## config.mk

```make
export PLATFORM = sky130hd
export DESIGN_NAME = pol_setpoint_seq
export DESIGN_NICKNAME = d
export VERILOG_FILES = /design/src/rtl/pol_pkg.sv /design/src/rtl/pol_ms_tick.sv /design/src/rtl/pol_delay_ctr.sv /design/src/rtl/pol_setpoint_seq.sv
export SDC_FILE = /design/constraint.sdc
export NUM_CORES = 1
export LEC_CHECK = 0
export ABC_AREA = 1
export BUFFER_PORTS_ARGS = -buffer_cell sky130_fd_sc_hd__clkbuf_2
export CORE_MARGIN = 2
export CORE_UTILIZATION = 59
export DETAILED_ROUTE_END_ITERATION = 10
export HOLD_SLACK_MARGIN = 0.08
export PLACE_DENSITY = 0.78
export SLEW_MARGIN = 30
export SYNTH_ARGS = -nofsm -noshare
export SYNTH_HDL_FRONTEND = slang
export SYNTH_SLANG_ARGS = --single-unit
```

## constraint.sdc

```tcl
create_clock -name ref_clk -period 12.45 [get_ports ref_clk]
set_clock_uncertainty 0.1 [all_clocks]
set_input_delay 1.245 -clock ref_clk [delete_from_list [all_inputs] [get_ports ref_clk]]
set_output_delay 1.245 -clock ref_clk [all_outputs]
set_load 0.02 [all_outputs]
```

## src/rtl/pol_pkg.sv

```systemverilog
// Shared constants and types for the setpoint and sequencing block
package pol_pkg;

	// Register offsets on the byte register port
	localparam logic [7:0] ADDR_STARTUP_WAIT   = 8'h05;
	localparam logic [7:0] ADDR_SHUTDOWN_WAIT  = 8'h06;
	localparam logic [7:0] ADDR_DROOP          = 8'h08;
	localparam logic [7:0] ADDR_NOMINAL_UPPER  = 8'h0B;
	localparam logic [7:0] ADDR_NOMINAL_LOWER  = 8'h0C;
	localparam logic [7:0] ADDR_SECOND_UPPER   = 8'h0D;
	localparam logic [7:0] ADDR_SECOND_LOWER   = 8'h0E;
	localparam logic [7:0] ADDR_THIRD_UPPER    = 8'h0F;
	localparam logic [7:0] ADDR_THIRD_LOWER    = 8'h10;

	// Values after reset
	localparam logic [7:0]  RESET_STARTUP_WAIT  = 8'h00;
	localparam logic [5:0]  RESET_SHUTDOWN_WAIT = 6'h0B;
	localparam logic [2:0]  RESET_DROOP         = 3'h0;
	localparam logic [11:0] RESET_TARGET_CODE   = 12'h1E0;

	// Field layout
	localparam int SHUTDOWN_BITS = 6;
	localparam int TARGET_BITS   = 12;
	localparam int TARGET_LSB    = 4;
	localparam int DROOP_BITS    = 3;
	localparam int TARGET_COUNT  = 3;

	// Target range in 2.5 mV steps: 0.7 V and 5.5 V
	localparam logic [11:0] TARGET_MIN_CODE = 12'h118;
	localparam logic [11:0] TARGET_MAX_CODE = 12'h898;

	// Droop: slope step 0.74 mV/A, current in 1/16 A, LSB 2.5 mV
	// 0.74 / 16 / 2.5 = 0.0185, approximated by 19 / 1024
	localparam logic [4:0] DROOP_NUM   = 5'h13;
	localparam int         DROOP_SHIFT = 10;

	// Millisecond tick from the master clock
	localparam int CLK_FREQ_KHZ   = 40000;
	localparam int TICK_PERIOD_MS = 1;
	localparam int MS_TICK_CYCLES = TICK_PERIOD_MS * CLK_FREQ_KHZ;

	// Turn-on / turn-off sequence
	typedef enum logic [2:0] {
		SEQ_OFF,
		SEQ_ON_WAIT,
		SEQ_RUN,
		SEQ_OFF_WAIT,
		SEQ_RAMP_DOWN
	} pol_seq_t;

endpackage

```

## src/rtl/pol_ms_tick.sv

```systemverilog
// Free-running millisecond tick divided down from the master clock
module pol_ms_tick #(
	parameter int CYCLES = pol_pkg::MS_TICK_CYCLES
) (
	input  wire logic ref_clk,
	input  wire logic reset,
	output logic      tick
);
	import pol_pkg::*;

	initial begin
		if (CYCLES < 2)
			$error("pol_ms_tick: CYCLES must be at least 2");
	end

	typedef struct packed {
		logic [31:0] count; // Cycles since last tick
		logic        tick;  // One-cycle pulse
	} pol_tick_state_t;

	pol_tick_state_t cur;      // Registered state
	pol_tick_state_t next_cur; // Next state

	////////////////////////////////////////////////////////////////////////
	// Divider: shared master clock keeps all units in step
	always_comb begin
		next_cur = cur;
		next_cur.tick = 1'b0;
		if (cur.count == 32'(CYCLES - 1)) begin
			next_cur.count = 32'h0000_0000;
			next_cur.tick = 1'b1;
		end else begin
			next_cur.count = cur.count + 32'h0000_0001;
		end
	end

	// State register
	always_ff @(posedge ref_clk) begin
		if (reset)
			cur <= '0;
		else
			cur <= next_cur;
	end

	assign tick = cur.tick;
endmodule

```

## src/rtl/pol_delay_ctr.sv

```systemverilog
// Millisecond down-counter: loads a delay, pulses done when it expires
module pol_delay_ctr #(
	parameter int WIDTH = 8
) (
	input  wire logic             ref_clk,
	input  wire logic             reset,
	input  wire logic             start,
	input  wire logic             abort,
	input  wire logic [WIDTH-1:0] load,
	input  wire logic             tick,
	output logic                  done,
	output logic                  busy
);
	import pol_pkg::*;

	initial begin
		if (WIDTH < 1 || WIDTH > 16)
			$error("pol_delay_ctr: WIDTH must be 1 to 16");
	end

	typedef struct packed {
		logic [WIDTH-1:0] remain; // Ticks still to wait
		logic             busy;   // Counting
		logic             done;   // Expiry pulse
	} pol_ctr_state_t;

	pol_ctr_state_t cur;      // Registered state
	pol_ctr_state_t next_cur; // Next state

	////////////////////////////////////////////////////////////////////////
	// Count down on ticks; a zero load expires at once, never wraps
	always_comb begin
		next_cur = cur;
		next_cur.done = 1'b0;
		if (abort) begin
			next_cur.busy = 1'b0;
		end else if (start) begin
			if (load == '0) begin
				next_cur.done = 1'b1;
				next_cur.busy = 1'b0;
			end else begin
				next_cur.remain = load;
				next_cur.busy = 1'b1;
			end
		end else if (cur.busy && tick) begin
			// Delay may run up to one tick short: tick is free-running
			if (cur.remain == WIDTH'(1)) begin
				next_cur.done = 1'b1;
				next_cur.busy = 1'b0;
			end
			next_cur.remain = cur.remain - WIDTH'(1);
		end
	end

	// State register
	always_ff @(posedge ref_clk) begin
		if (reset)
			cur <= '0;
		else
			cur <= next_cur;
	end

	assign done = cur.done;
	assign busy = cur.busy;
endmodule

```

## src/rtl/pol_setpoint_seq.sv

```systemverilog
// Output setpoint registers, droop and turn-on/turn-off delay sequencing
//
// What this block does
// - Targets 0.7 V to 5.5 V, 2.5 mV steps
// - Three targets: nominal, low and high margin
// - Upper byte shadowed; lower write commits word
// - Twelve-bit target, left-justified, low nibble unused
// - Targets change live while output runs
// - Eight droop slopes lower output with load
// - Turn-on waits programmed delay before ramping
// - Eight-bit turn-on delay in ms, resets zero
// - Off delay ends at zero or switches off
// - Pre-ramp wait is delay minus ramp time
// - Six-bit turn-off delay in ms, resets 11
// - Turn-off delay bits 7:6 read zero
// - Volatile registers return to defaults on reset
module pol_setpoint_seq #(
	parameter int          TICK_CYCLES = pol_pkg::MS_TICK_CYCLES,
	parameter logic [11:0] TARGET_RESET = pol_pkg::RESET_TARGET_CODE
) (
	input  wire logic        ref_clk,
	input  wire logic        reset,
	input  wire logic        reg_wr,
	input  wire logic        reg_rd,
	input  wire logic [7:0]  reg_addr,
	input  wire logic [7:0]  reg_wdata,
	output logic      [7:0]  reg_rdata,
	output logic             reg_rvalid,
	input  wire logic        on_cmd,
	input  wire logic        off_cmd,
	input  wire logic [1:0]  margin_sel,
	input  wire logic [7:0]  load_current,
	input  wire logic        fall_slew_en,
	input  wire logic [7:0]  fall_ramp_ms,
	input  wire logic        out_zero_pin,
	output logic      [11:0] target_code,
	output logic             switch_enable,
	output logic             ramp_up_go,
	output logic             ramp_down_go,
	output logic             seq_busy
);
	import pol_pkg::*;

	initial begin
		if (TICK_CYCLES < 2)
			$error("pol_setpoint_seq: TICK_CYCLES must be at least 2");
		if (TARGET_RESET < TARGET_MIN_CODE || TARGET_RESET > TARGET_MAX_CODE)
			$error("pol_setpoint_seq: TARGET_RESET outside range");
	end

	////////////////////////////////////////////////////////////////////////
	// State of the block

	typedef struct packed {
		pol_seq_t                             seq;          // Sequence state
		logic [7:0]                           startup_wait; // Turn-on delay, ms
		logic [SHUTDOWN_BITS-1:0]             shutdown_wait; // Turn-off delay, ms
		logic [DROOP_BITS-1:0]                droop;        // Droop slope select
		logic [TARGET_COUNT-1:0][TARGET_BITS-1:0] target;   // Stored targets
		logic [7:0]                           shadow_upper; // Pending upper byte
		logic [7:0]                           read_lower;   // Lower byte latched on read
		logic [7:0]                           rdata;        // Read data
		logic                                 rvalid;       // Read answer pulse
		logic [11:0]                          out_code;     // Target after droop
		logic                                 sw_en;        // Switches enabled
		logic                                 busy;         // Sequence between end points
		logic                                 ramp_up;      // Start rising ramp
		logic                                 ramp_down;    // Start falling ramp
		logic                                 slew_off;     // Current off uses slew
		logic                                 on_start;     // Load turn-on counter
		logic                                 off_start;    // Load turn-off counter
		logic [7:0]                           off_load;     // Computed pre-ramp wait
		logic                                 zero_s1;      // Synchroniser, first
		logic                                 zero_s2;      // Synchroniser, second
	} pol_main_state_t;

	pol_main_state_t cur;      // Registered state
	pol_main_state_t next_cur; // Next state

	logic        tick;     // Millisecond tick
	logic        on_done;  // Turn-on delay expired
	logic        off_done; // Pre-ramp wait expired
	logic        abort;    // Cancel the running turn-on delay

	////////////////////////////////////////////////////////////////////////
	// Timing

	pol_ms_tick #(
		.CYCLES (TICK_CYCLES)
	) u_tick (
		.ref_clk (ref_clk),
		.reset   (reset),
		.tick    (tick)
	);

	pol_delay_ctr #(
		.WIDTH (8)
	) u_on_ctr (
		.ref_clk (ref_clk),
		.reset   (reset),
		.start   (cur.on_start),
		.abort   (abort),
		.load    (cur.startup_wait),
		.tick    (tick),
		.done    (on_done),
		.busy    ()
	);

	pol_delay_ctr #(
		.WIDTH (8)
	) u_off_ctr (
		.ref_clk (ref_clk),
		.reset   (reset),
		.start   (cur.off_start),
		.abort   (1'b0),
		.load    (cur.off_load),
		.tick    (tick),
		.done    (off_done),
		.busy    ()
	);

	// A turn-off during the turn-on wait cancels the pending turn-on
	assign abort = off_cmd && (cur.seq == SEQ_ON_WAIT);

	////////////////////////////////////////////////////////////////////////
	// Next-state logic

	always_comb begin
		logic [1:0]  idx;      // Selected target index
		logic [11:0] sel;      // Selected target
		logic [15:0] droop_p;  // Droop product
		logic [11:0] droop_o;  // Droop offset in LSBs
		logic [7:0]  full_off; // Turn-off delay widened

		idx = 2'h0;
		sel = 12'h000;
		droop_p = 16'h0000;
		droop_o = 12'h000;
		full_off = 8'h00;

		next_cur = cur;
		next_cur.rvalid = 1'b0;
		next_cur.ramp_up = 1'b0;
		next_cur.ramp_down = 1'b0;
		next_cur.on_start = 1'b0;
		next_cur.off_start = 1'b0;

		// Pin input through two flops
		next_cur.zero_s1 = out_zero_pin;
		next_cur.zero_s2 = cur.zero_s1;

		// Register writes
		if (reg_wr) begin
			case (reg_addr)
				ADDR_STARTUP_WAIT: begin
					next_cur.startup_wait = reg_wdata;
				end
				ADDR_SHUTDOWN_WAIT: begin
					next_cur.shutdown_wait = reg_wdata[SHUTDOWN_BITS-1:0];
				end
				ADDR_DROOP: begin
					next_cur.droop = reg_wdata[DROOP_BITS-1:0];
				end
				ADDR_NOMINAL_UPPER, ADDR_SECOND_UPPER, ADDR_THIRD_UPPER: begin
					next_cur.shadow_upper = reg_wdata;
				end
				// Lower byte commits word, low nibble dropped
				ADDR_NOMINAL_LOWER: begin
					next_cur.target[0] = {cur.shadow_upper, reg_wdata[7:TARGET_LSB]};
				end
				ADDR_SECOND_LOWER: begin
					next_cur.target[1] = {cur.shadow_upper, reg_wdata[7:TARGET_LSB]};
				end
				ADDR_THIRD_LOWER: begin
					next_cur.target[2] = {cur.shadow_upper, reg_wdata[7:TARGET_LSB]};
				end
				// Writes elsewhere ignored
				default: begin
				end
			endcase
		end

		// Register reads, answered one cycle later
		if (reg_rd) begin
			next_cur.rvalid = 1'b1;
			case (reg_addr)
				ADDR_STARTUP_WAIT: begin
					next_cur.rdata = cur.startup_wait;
				end
				ADDR_SHUTDOWN_WAIT: begin
					next_cur.rdata = {2'h0, cur.shutdown_wait};
				end
				ADDR_DROOP: begin
					next_cur.rdata = {5'h00, cur.droop};
				end
				// Upper read latches lower half for a coherent pair
				ADDR_NOMINAL_UPPER: begin
					next_cur.rdata = cur.target[0][11:4];
					next_cur.read_lower = {cur.target[0][3:0], 4'h0};
				end
				ADDR_SECOND_UPPER: begin
					next_cur.rdata = cur.target[1][11:4];
					next_cur.read_lower = {cur.target[1][3:0], 4'h0};
				end
				ADDR_THIRD_UPPER: begin
					next_cur.rdata = cur.target[2][11:4];
					next_cur.read_lower = {cur.target[2][3:0], 4'h0};
				end
				// Lower byte returns the latched half
				ADDR_NOMINAL_LOWER, ADDR_SECOND_LOWER, ADDR_THIRD_LOWER: begin
					next_cur.rdata = cur.read_lower;
				end
				// Unmapped reads return zero
				default: begin
					next_cur.rdata = 8'h00;
				end
			endcase
		end

		// Margin select picks one of three targets
		case (margin_sel)
			2'h1:    idx = 2'h1;
			2'h2:    idx = 2'h2;
			default: idx = 2'h0;
		endcase
		sel = cur.target[idx];

		if (sel < TARGET_MIN_CODE)
			sel = TARGET_MIN_CODE;
		else if (sel > TARGET_MAX_CODE)
			sel = TARGET_MAX_CODE;

		// Output falls with load at the selected slope
		// Operands widened first so the product cannot overflow an 8-bit context
		droop_p = 16'(cur.droop) * 16'(load_current) * 16'(DROOP_NUM);
		droop_o = 12'(droop_p >> DROOP_SHIFT);

		// Target follows every committed write, even while running
		if (droop_o >= sel)
			next_cur.out_code = 12'h000;
		else
			next_cur.out_code = sel - droop_o;

		// Wait = delay minus ramp-down time; floor at zero
		full_off = {2'h0, cur.shutdown_wait};

		// Turn-on / turn-off sequence
		case (cur.seq)
			SEQ_OFF: begin
				if (on_cmd) begin
					next_cur.on_start = 1'b1;
					next_cur.seq = SEQ_ON_WAIT;
				end
			end
			SEQ_ON_WAIT: begin
				if (off_cmd) begin
					// Turn-off wins: output never started
					next_cur.seq = SEQ_OFF;
				end else if (on_done) begin
					// Delay over: enable and ramp up
					next_cur.sw_en = 1'b1;
					next_cur.ramp_up = 1'b1;
					next_cur.seq = SEQ_RUN;
				end
			end
			SEQ_RUN: begin
				if (off_cmd) begin
					next_cur.slew_off = fall_slew_en;
					next_cur.off_start = 1'b1;
					// Slewed off: subtract ramp time from delay
					if (fall_slew_en) begin
						// Ramp would overrun: start ramp at once
						if (fall_ramp_ms >= full_off)
							next_cur.off_load = 8'h00;
						else
							next_cur.off_load = full_off - fall_ramp_ms;
					end else begin
						// Plain off: whole delay to switch-off
						next_cur.off_load = full_off;
					end
					next_cur.seq = SEQ_OFF_WAIT;
				end
			end
			SEQ_OFF_WAIT: begin
				if (off_done) begin
					// Slewed: ramp down, end at zero output
					if (cur.slew_off) begin
						next_cur.ramp_down = 1'b1;
						next_cur.seq = SEQ_RAMP_DOWN;
					end else begin
						// Not slewed: both switches off now
						next_cur.sw_en = 1'b0;
						next_cur.seq = SEQ_OFF;
					end
				end
			end
			SEQ_RAMP_DOWN: begin
				// Delay ends once the output reaches zero
				if (cur.zero_s2) begin
					next_cur.sw_en = 1'b0;
					next_cur.seq = SEQ_OFF;
				end
			end
			default: begin
				next_cur.sw_en = 1'b0;
				next_cur.seq = SEQ_OFF;
			end
		endcase

		// Busy registered from the next state, so the port comes from a flop
		next_cur.busy = (next_cur.seq == SEQ_ON_WAIT) || (next_cur.seq == SEQ_OFF_WAIT)
			|| (next_cur.seq == SEQ_RAMP_DOWN);
	end

	////////////////////////////////////////////////////////////////////////
	// State register

	always_ff @(posedge ref_clk) begin
		if (reset) begin
			cur <= '0;
			cur.seq <= SEQ_OFF;
			cur.startup_wait <= RESET_STARTUP_WAIT;
			cur.shutdown_wait <= RESET_SHUTDOWN_WAIT;
			cur.droop <= RESET_DROOP;
			cur.target <= {TARGET_COUNT{TARGET_RESET}};
			cur.out_code <= TARGET_RESET;
		end else begin
			cur <= next_cur;
		end
	end

	////////////////////////////////////////////////////////////////////////
	// Outputs, straight from flops

	assign reg_rdata = cur.rdata;
	assign reg_rvalid = cur.rvalid;
	assign target_code = cur.out_code;
	assign switch_enable = cur.sw_en;
	assign ramp_up_go = cur.ramp_up;
	assign ramp_down_go = cur.ramp_down;
	// Busy whenever a sequence is between its end points
	assign seq_busy = cur.busy;
endmodule

```

### Word level (Yosys, flattened, before mapping)

Cells that the tools add are included.

| storage, ports and cells | value |
|---|---|
| flip-flop bits (word level) | 163 |
| input port bits | 42 |
| output and inout port bits | 25 |
| logic and storage cells | 157 |

| cells by class | value |
|---|---|
| add/subtract/negate cells | 5 |
| multiply operators | 2 |
| order comparisons | 5 |
| eq/ne operators | 28 |
| multiplexer cells | 42 |
| bitwise logic cells | 7 |
| reductions and logical operators | 37 |

Operator list:

| operator | number |
|---|---|
| $pmux W8 S7 | 1 |
| $eq A8 B4 Y1 const B | 6 |
| $mux W10 | 4 |
| $mux W12 | 3 |
| $add A32 B1 Y32 const B | 1 |
| $eq A32 B16 Y1 const B | 1 |
| $mux W8 | 4 |
| $bmux W12 S2 | 1 |
| $pmux W8 S3 | 1 |
| $reduce_and A2 Y1 | 12 |
| $mux W3 | 7 |
| $mux W9 | 2 |
| $eq A8 B1 Y1 const B | 2 |
| $eq A8 B3 Y1 const B | 2 |
| $logic_not A8 Y1 | 2 |
| $mul A11 B5 Y16 const B | 1 |
| $sub A8 B1 Y8 const B | 2 |
| $pmux W3 S5 | 1 |
| $mux W1 | 14 |
| $ge A6 B12 Y1 | 1 |
| $gt A12 B12 Y1 const B | 1 |
| $lt A12 B9 Y1 const B | 1 |
| $reduce_or A2 Y1 | 6 |
| $reduce_or A3 Y1 | 4 |
| other kinds (24) | 46 |

### Depth between registers and ports, before layout

| depth | value |
|---|---|
| depth in word-level cells | 9 |
| gate-level depth with buffers | 37 |
| mapped depth without buffers | 36 |

### Cells and area by module

From an unflattened synthesis, not the netlist that was laid out.

| unflattened totals | value |
|---|---|
| cells, all modules | 1486 |
| area, all modules | 10048.4 µm² |

By module, submodules not included:

| module | times used | cells an instance | area each (µm²) | seq. area each (µm²) |
|---|---|---|---|---|
| pol_setpoint_seq | 1 | 951 | 6726.5 | 2122.0 |
| pol_ms_tick | 1 | 303 | 1860.5 | 660.6 |
| pol_delay_ctr | 2 | 116 | 730.7 | 200.2 |

### Worst setup path before layout

OpenSTA, ideal clock, no wires.

| timing path | value |
|---|---|
| path type | input -> register |
| start point | input port load_current[0] |
| end point | register cur (netlist bit target_code[10]) |
| library setup time | 0.115 ns |
| arrival | 6.225 ns |
| required time | 12.235 ns |
| path slack | 6.010 ns |
| stages | 35 |
| path buffers | 0 |
| path through | nand2_1 fa_1 inv_1 ha_1 inv_1 fa_1 o21ai_0 a21oi_1 o21bai_1 xor2_1 ha_1 inv_1 fa_1 inv_1 ha_1 a21oi_1 o221ai_1 nand2_1 nand2_1 or2_2 nand2_1 inv_1 fa_1 inv_1 nand2_1 nand2_1 a21oi_1 inv_1 a21oi_1 o21ai_0 inv_1 nand3_2 nor2_2 a21oi_1 nor2_1 |

| between the ends | value |
|---|---|
| cells in the longest elaborated chain, start to end | 4 |
| elaborated cells between the ends (all ways) | 5 |
| those cells by class | add/sub (1); mul (2); order compare (1); reduce/logical (1) |

Ends and longest elaborated chain:

| what | line | text |
|---|---|---|
| start: declaration | pol_setpoint_seq.sv:32 | `input wire logic [7:0] load_current,` |
| $mul A3 B8 Y11 * | pol_setpoint_seq.sv:235 | `droop_p = 16'(cur.droop) * 16'(load_current) * 16'(DROOP_NUM);` |
| $mul A11 B5 Y16 * | pol_setpoint_seq.sv:235 |  |
| $ge A6 B12 Y1 | pol_setpoint_seq.sv:239 | `if (droop_o >= sel)` |
| $reduce_or A2 Y1 (no line) | - |  |
| end signal: assignment | pol_setpoint_seq.sv:328 | `cur <= next_cur;` |
| end: declaration | pol_setpoint_seq.sv:77 | `pol_main_state_t cur;` |

Every way passes the cells marked *; elsewhere a longest branch is shown, timed or not.
A chain may end at the register's enable or synchronous reset.

### Worst setup path in the final report

Ends and elaborated chain as after synthesis.

==> impl_results.md <==
- Status: finished, final reports clean
- Die Width: 129.0 µm
- Final period utilization: 0.5338
- Unrepaired setup endpoints after global routing: no
- Critical path required time: 12.67 ns
- Max_cap viols: 0
- Worst slew pin tran: 0.9429 ns
- Ys flop type: dfxtp_1
- Share of cells above drive strength 1: 0.1001
- Worst-Skew Late Latency: 0.42 ns
- Setup WS pre-CTS: 5.324 ns
- Register area: 3183 µm²
- GRT Util Overall: 0.2727
- WP buf/inv: 9
- Post-synth EDFFs: 0
- Clock network power share: 0.477
- Data arrival time of the worst path: 6.86 ns
- DR DRC count: 0
- CTS Buf Count: 17
- Avg Inst Size Synth: 7.159 µm²
- Design area: 10200 µm²
- Slowest CP cell: fa_1
- Number of I/O port buffers: 66
- Fmax: 150.5 MHz
- Worst setup margin: 5.804 ns
- Via count: 8394
- Fin crit period: 6.646 ns
- Worst vdd ir: 105.7 µV
- FFs w/ async S/R, synth: 0
- # diodes: 0
- TritonCTS clock tree: built
- Post-CTS setup buffer count: 0
- Setup_tns: 0 ns
- Crit path kind: primary input to flop
- First DRT Iteration DRCs: 636
- Most used cell, CP: inv_1
- DRT antenna net count: 0
- Routed len/inst: 14.01 µm
- Final #Nets: 1435
- Total core area: 15260 µm²
- H-tree depth: 4
- Sequential area share after synthesis: 0.3452
- Slew Viols, Final: 0
- Row count: 45
- Final Setup Violations: 0
- #FFs+latches synth: 159
- Pint: 0.0008889 W
- Sw Pwr: 0.0002615 W
- Gpl congestion: 0.9414
- Fillers: 1328
- Post-cts sizing count: 0
- Initial antenna violation count: 0
- Top delay family on crit path: adder cells
- Worst min-delay path category: flop to flop
- Unique cell type count in the Yosys netlist: 51
- Starting Density: 0.6043
- Sw Share: 0.2273
- Clock buffer depth: 2
- Syn-to-layout area delta: 10.61%
- Die Y-Extent: 129.0 µm
- Crit Path Max Fanout: 4
- Total gr overflow: 0
- Pin count of the biggest net entering global routing: 76
- Combinational share of power: 0.071
- WL final: 21710 µm
- PwrDens: 112.8 nW/µm²
- Clk pin slew, worst setup/hold paths: 0.06 ns
- First-pass GRT wire length: 36400 µm
- Max-slew headroom: 0.3679
- Final hold vios: 0
- Gate Count Post-Synth: 1288
- Clock sinks: 159
- Mapped Nets: 1396
- Post-detail-place hpwl: 16290 µm
- Number of global-route vias before repair: 7799
- Critical path capture point type: flop
- DRT Pass-1 Iters: 5
- Die area: 16640 µm²
- CTS Hold Bufs: 0
- Io pins: 67
- Seq pwr share: 0.452
- Final cell utilization of the core: 0.6685
- Max incr delay on CP: 0.50 ns
- Post-Place Cell Area: 9578 µm²
- Mapped Area: 9221 µm²
- Power, Total: 0.001150 W
- Yosys warning count: 0
- Leak: 4.748 nW
- Root buf cell: clkbuf_16
- Via density: 5.415
- Area of the multi-input gates: 5007 µm²
- Startpoint types: primary input
## synth_stat cells (3+ instances only)
library cell	instances	area share
o22ai_1	12	0.0081
o21ai_0	71	0.039
clkbuf_1	27	0.011
nor3_2	3	0.0033
nand2_2	4	0.0027
nand3_1	62	0.034
nand3_2	4	0.0043
a221oi_1	5	0.0047
nor3b_1	4	0.0033
o221ai_1	3	0.0028
a31oi_1	11	0.0075
xnor2_1	11	0.010
o2111ai_1	5	0.0047
nor4_1	9	0.0061
nor2_1	119	0.048
ha_1	51	0.069
nand4_1	13	0.0088
nand2_1	257	0.10
xor2_1	32	0.030
nor2_2	7	0.0047
inv_1	199	0.081
nor3_1	20	0.011
buf_4	20	0.016
inv_2	3	0.0012
fa_1	15	0.033
o21bai_1	3	0.0024
o211ai_1	18	0.015
dfxtp_1	159	0.35
or2_2	6	0.0041
a21oi_1	106	0.058
## path summary, 6_finish.rpt
check                                     startpoint                         end  slack [ns]  cells after the start
worst max register to register  cur[92]$_SDFFE_PP0P_  target_code[10]$_SDFF_PP0_        6.03                     35
worst min register to register     cur[1]$_SDFF_PP0_           cur[0]$_SDFF_PP0_        0.32                      2
worst min-delay path               cur[1]$_SDFF_PP0_           cur[0]$_SDFF_PP0_        0.32                      2
worst max-delay path                 load_current[0]  target_code[10]$_SDFF_PP0_        5.80                     36
## per-stage QoR
stage | std cells | hold WS (ns)
2_1_floorplan | 1288 | 0.2883
3_3_place_gp | 1519 | 0.2944
3_5_place_dp | 1519 | 0.3037
4_1_cts | 1550 | 0.3153
5_1_grt | 1550 | 0.3362
6_report | 1550 | 0.3183
## cell families (layout without fill, tap and decap cells)
| family | after synthesis | count (layout) | synth area share |
|---|---|---|---|
| and+or+nand+nor | 521 | 521 | 0.2488 |
| buffers and inverters | 253 | 304 | 0.1123 |
| AOI/OAI and AO/OA | 246 | 246 | 0.1510 |
| DFF | 159 | 159 | 0.3452 |
| adders and majority gates | 66 | 66 | 0.1018 |
| xor gates and xnor gates | 43 | 43 | 0.04084 |
## worst min-delay path, stage by stage, from the launching register on
cell and delay, ns:
dfxtp_1 0.30, inv_1 0.05, nor2_1 0.03
## registers in the layout, indices dropped and copies added, names as in the netlist, 8 cells and up
| name | count |
|---|---|
| u_on_ctr.cur | 8 |
| cur | 81 |
| u_off_ctr.cur | 8 |
| target_code | 12 |
| reg_rdata | 8 |
| u_tick.cur | 32 |
## metal layers
layer,wire length (µm),vias to the layer above,GRT usage,part of all wire
met3,1499,43,0.04542,0.069
met5,0,-,0,0
li1,-,4257,-,-
met1,10270,3827,0.3805,0.47
met2,9441,267,0.4242,0.43
met4,506,0,0.1087,0.023
## cells in the final DEF, fill, tap and decap left out, types with 5 or more instances in the layout
cell	n
nand2_1	257
a221oi_1	5
a31oi_1	11
xnor2_1	11
fa_1	15
nor2_2	7
o2111ai_1	5
clkbuf_16	17
nor4_1	9
nor2_1	119
a21oi_1	106
or2_2	6
o211ai_1	18
o22ai_1	12
dfxtp_1	159
clkbuf_2	66
inv_1	198
ha_1	51
o21ai_0	71
nand3_1	62
xor2_1	32
nor3_1	19
nand4_1	13
## power by group through the flow
| stage | logic (W) | clock network, W | registers [W] |
|---|---|---|---|
| floorplan | 0.0000596 | 0 | 0.000530 |
| global placement | 0.0000793 | 0 | 0.000531 |
| detailed placement | 0.0000809 | 0 | 0.000531 |
| CTS | 0.0000817 | 0.000555 | 0.000520 |
| global route | 0.0000925 | 0.000575 | 0.000520 |
| finish | 0.0000822 | 0.000548 | 0.000520 |
## cell type report
type                    instances  share of cell area
well taps                     211             0.02588
inverters                     204             0.07556
multi-input cells             876              0.4909
repair buffers                 69             0.03459
clock inverters                 9             0.01546
flip-flops and latches        159              0.3121
clock buffers                  22             0.04551
Power figures use the tool's default switching activity.
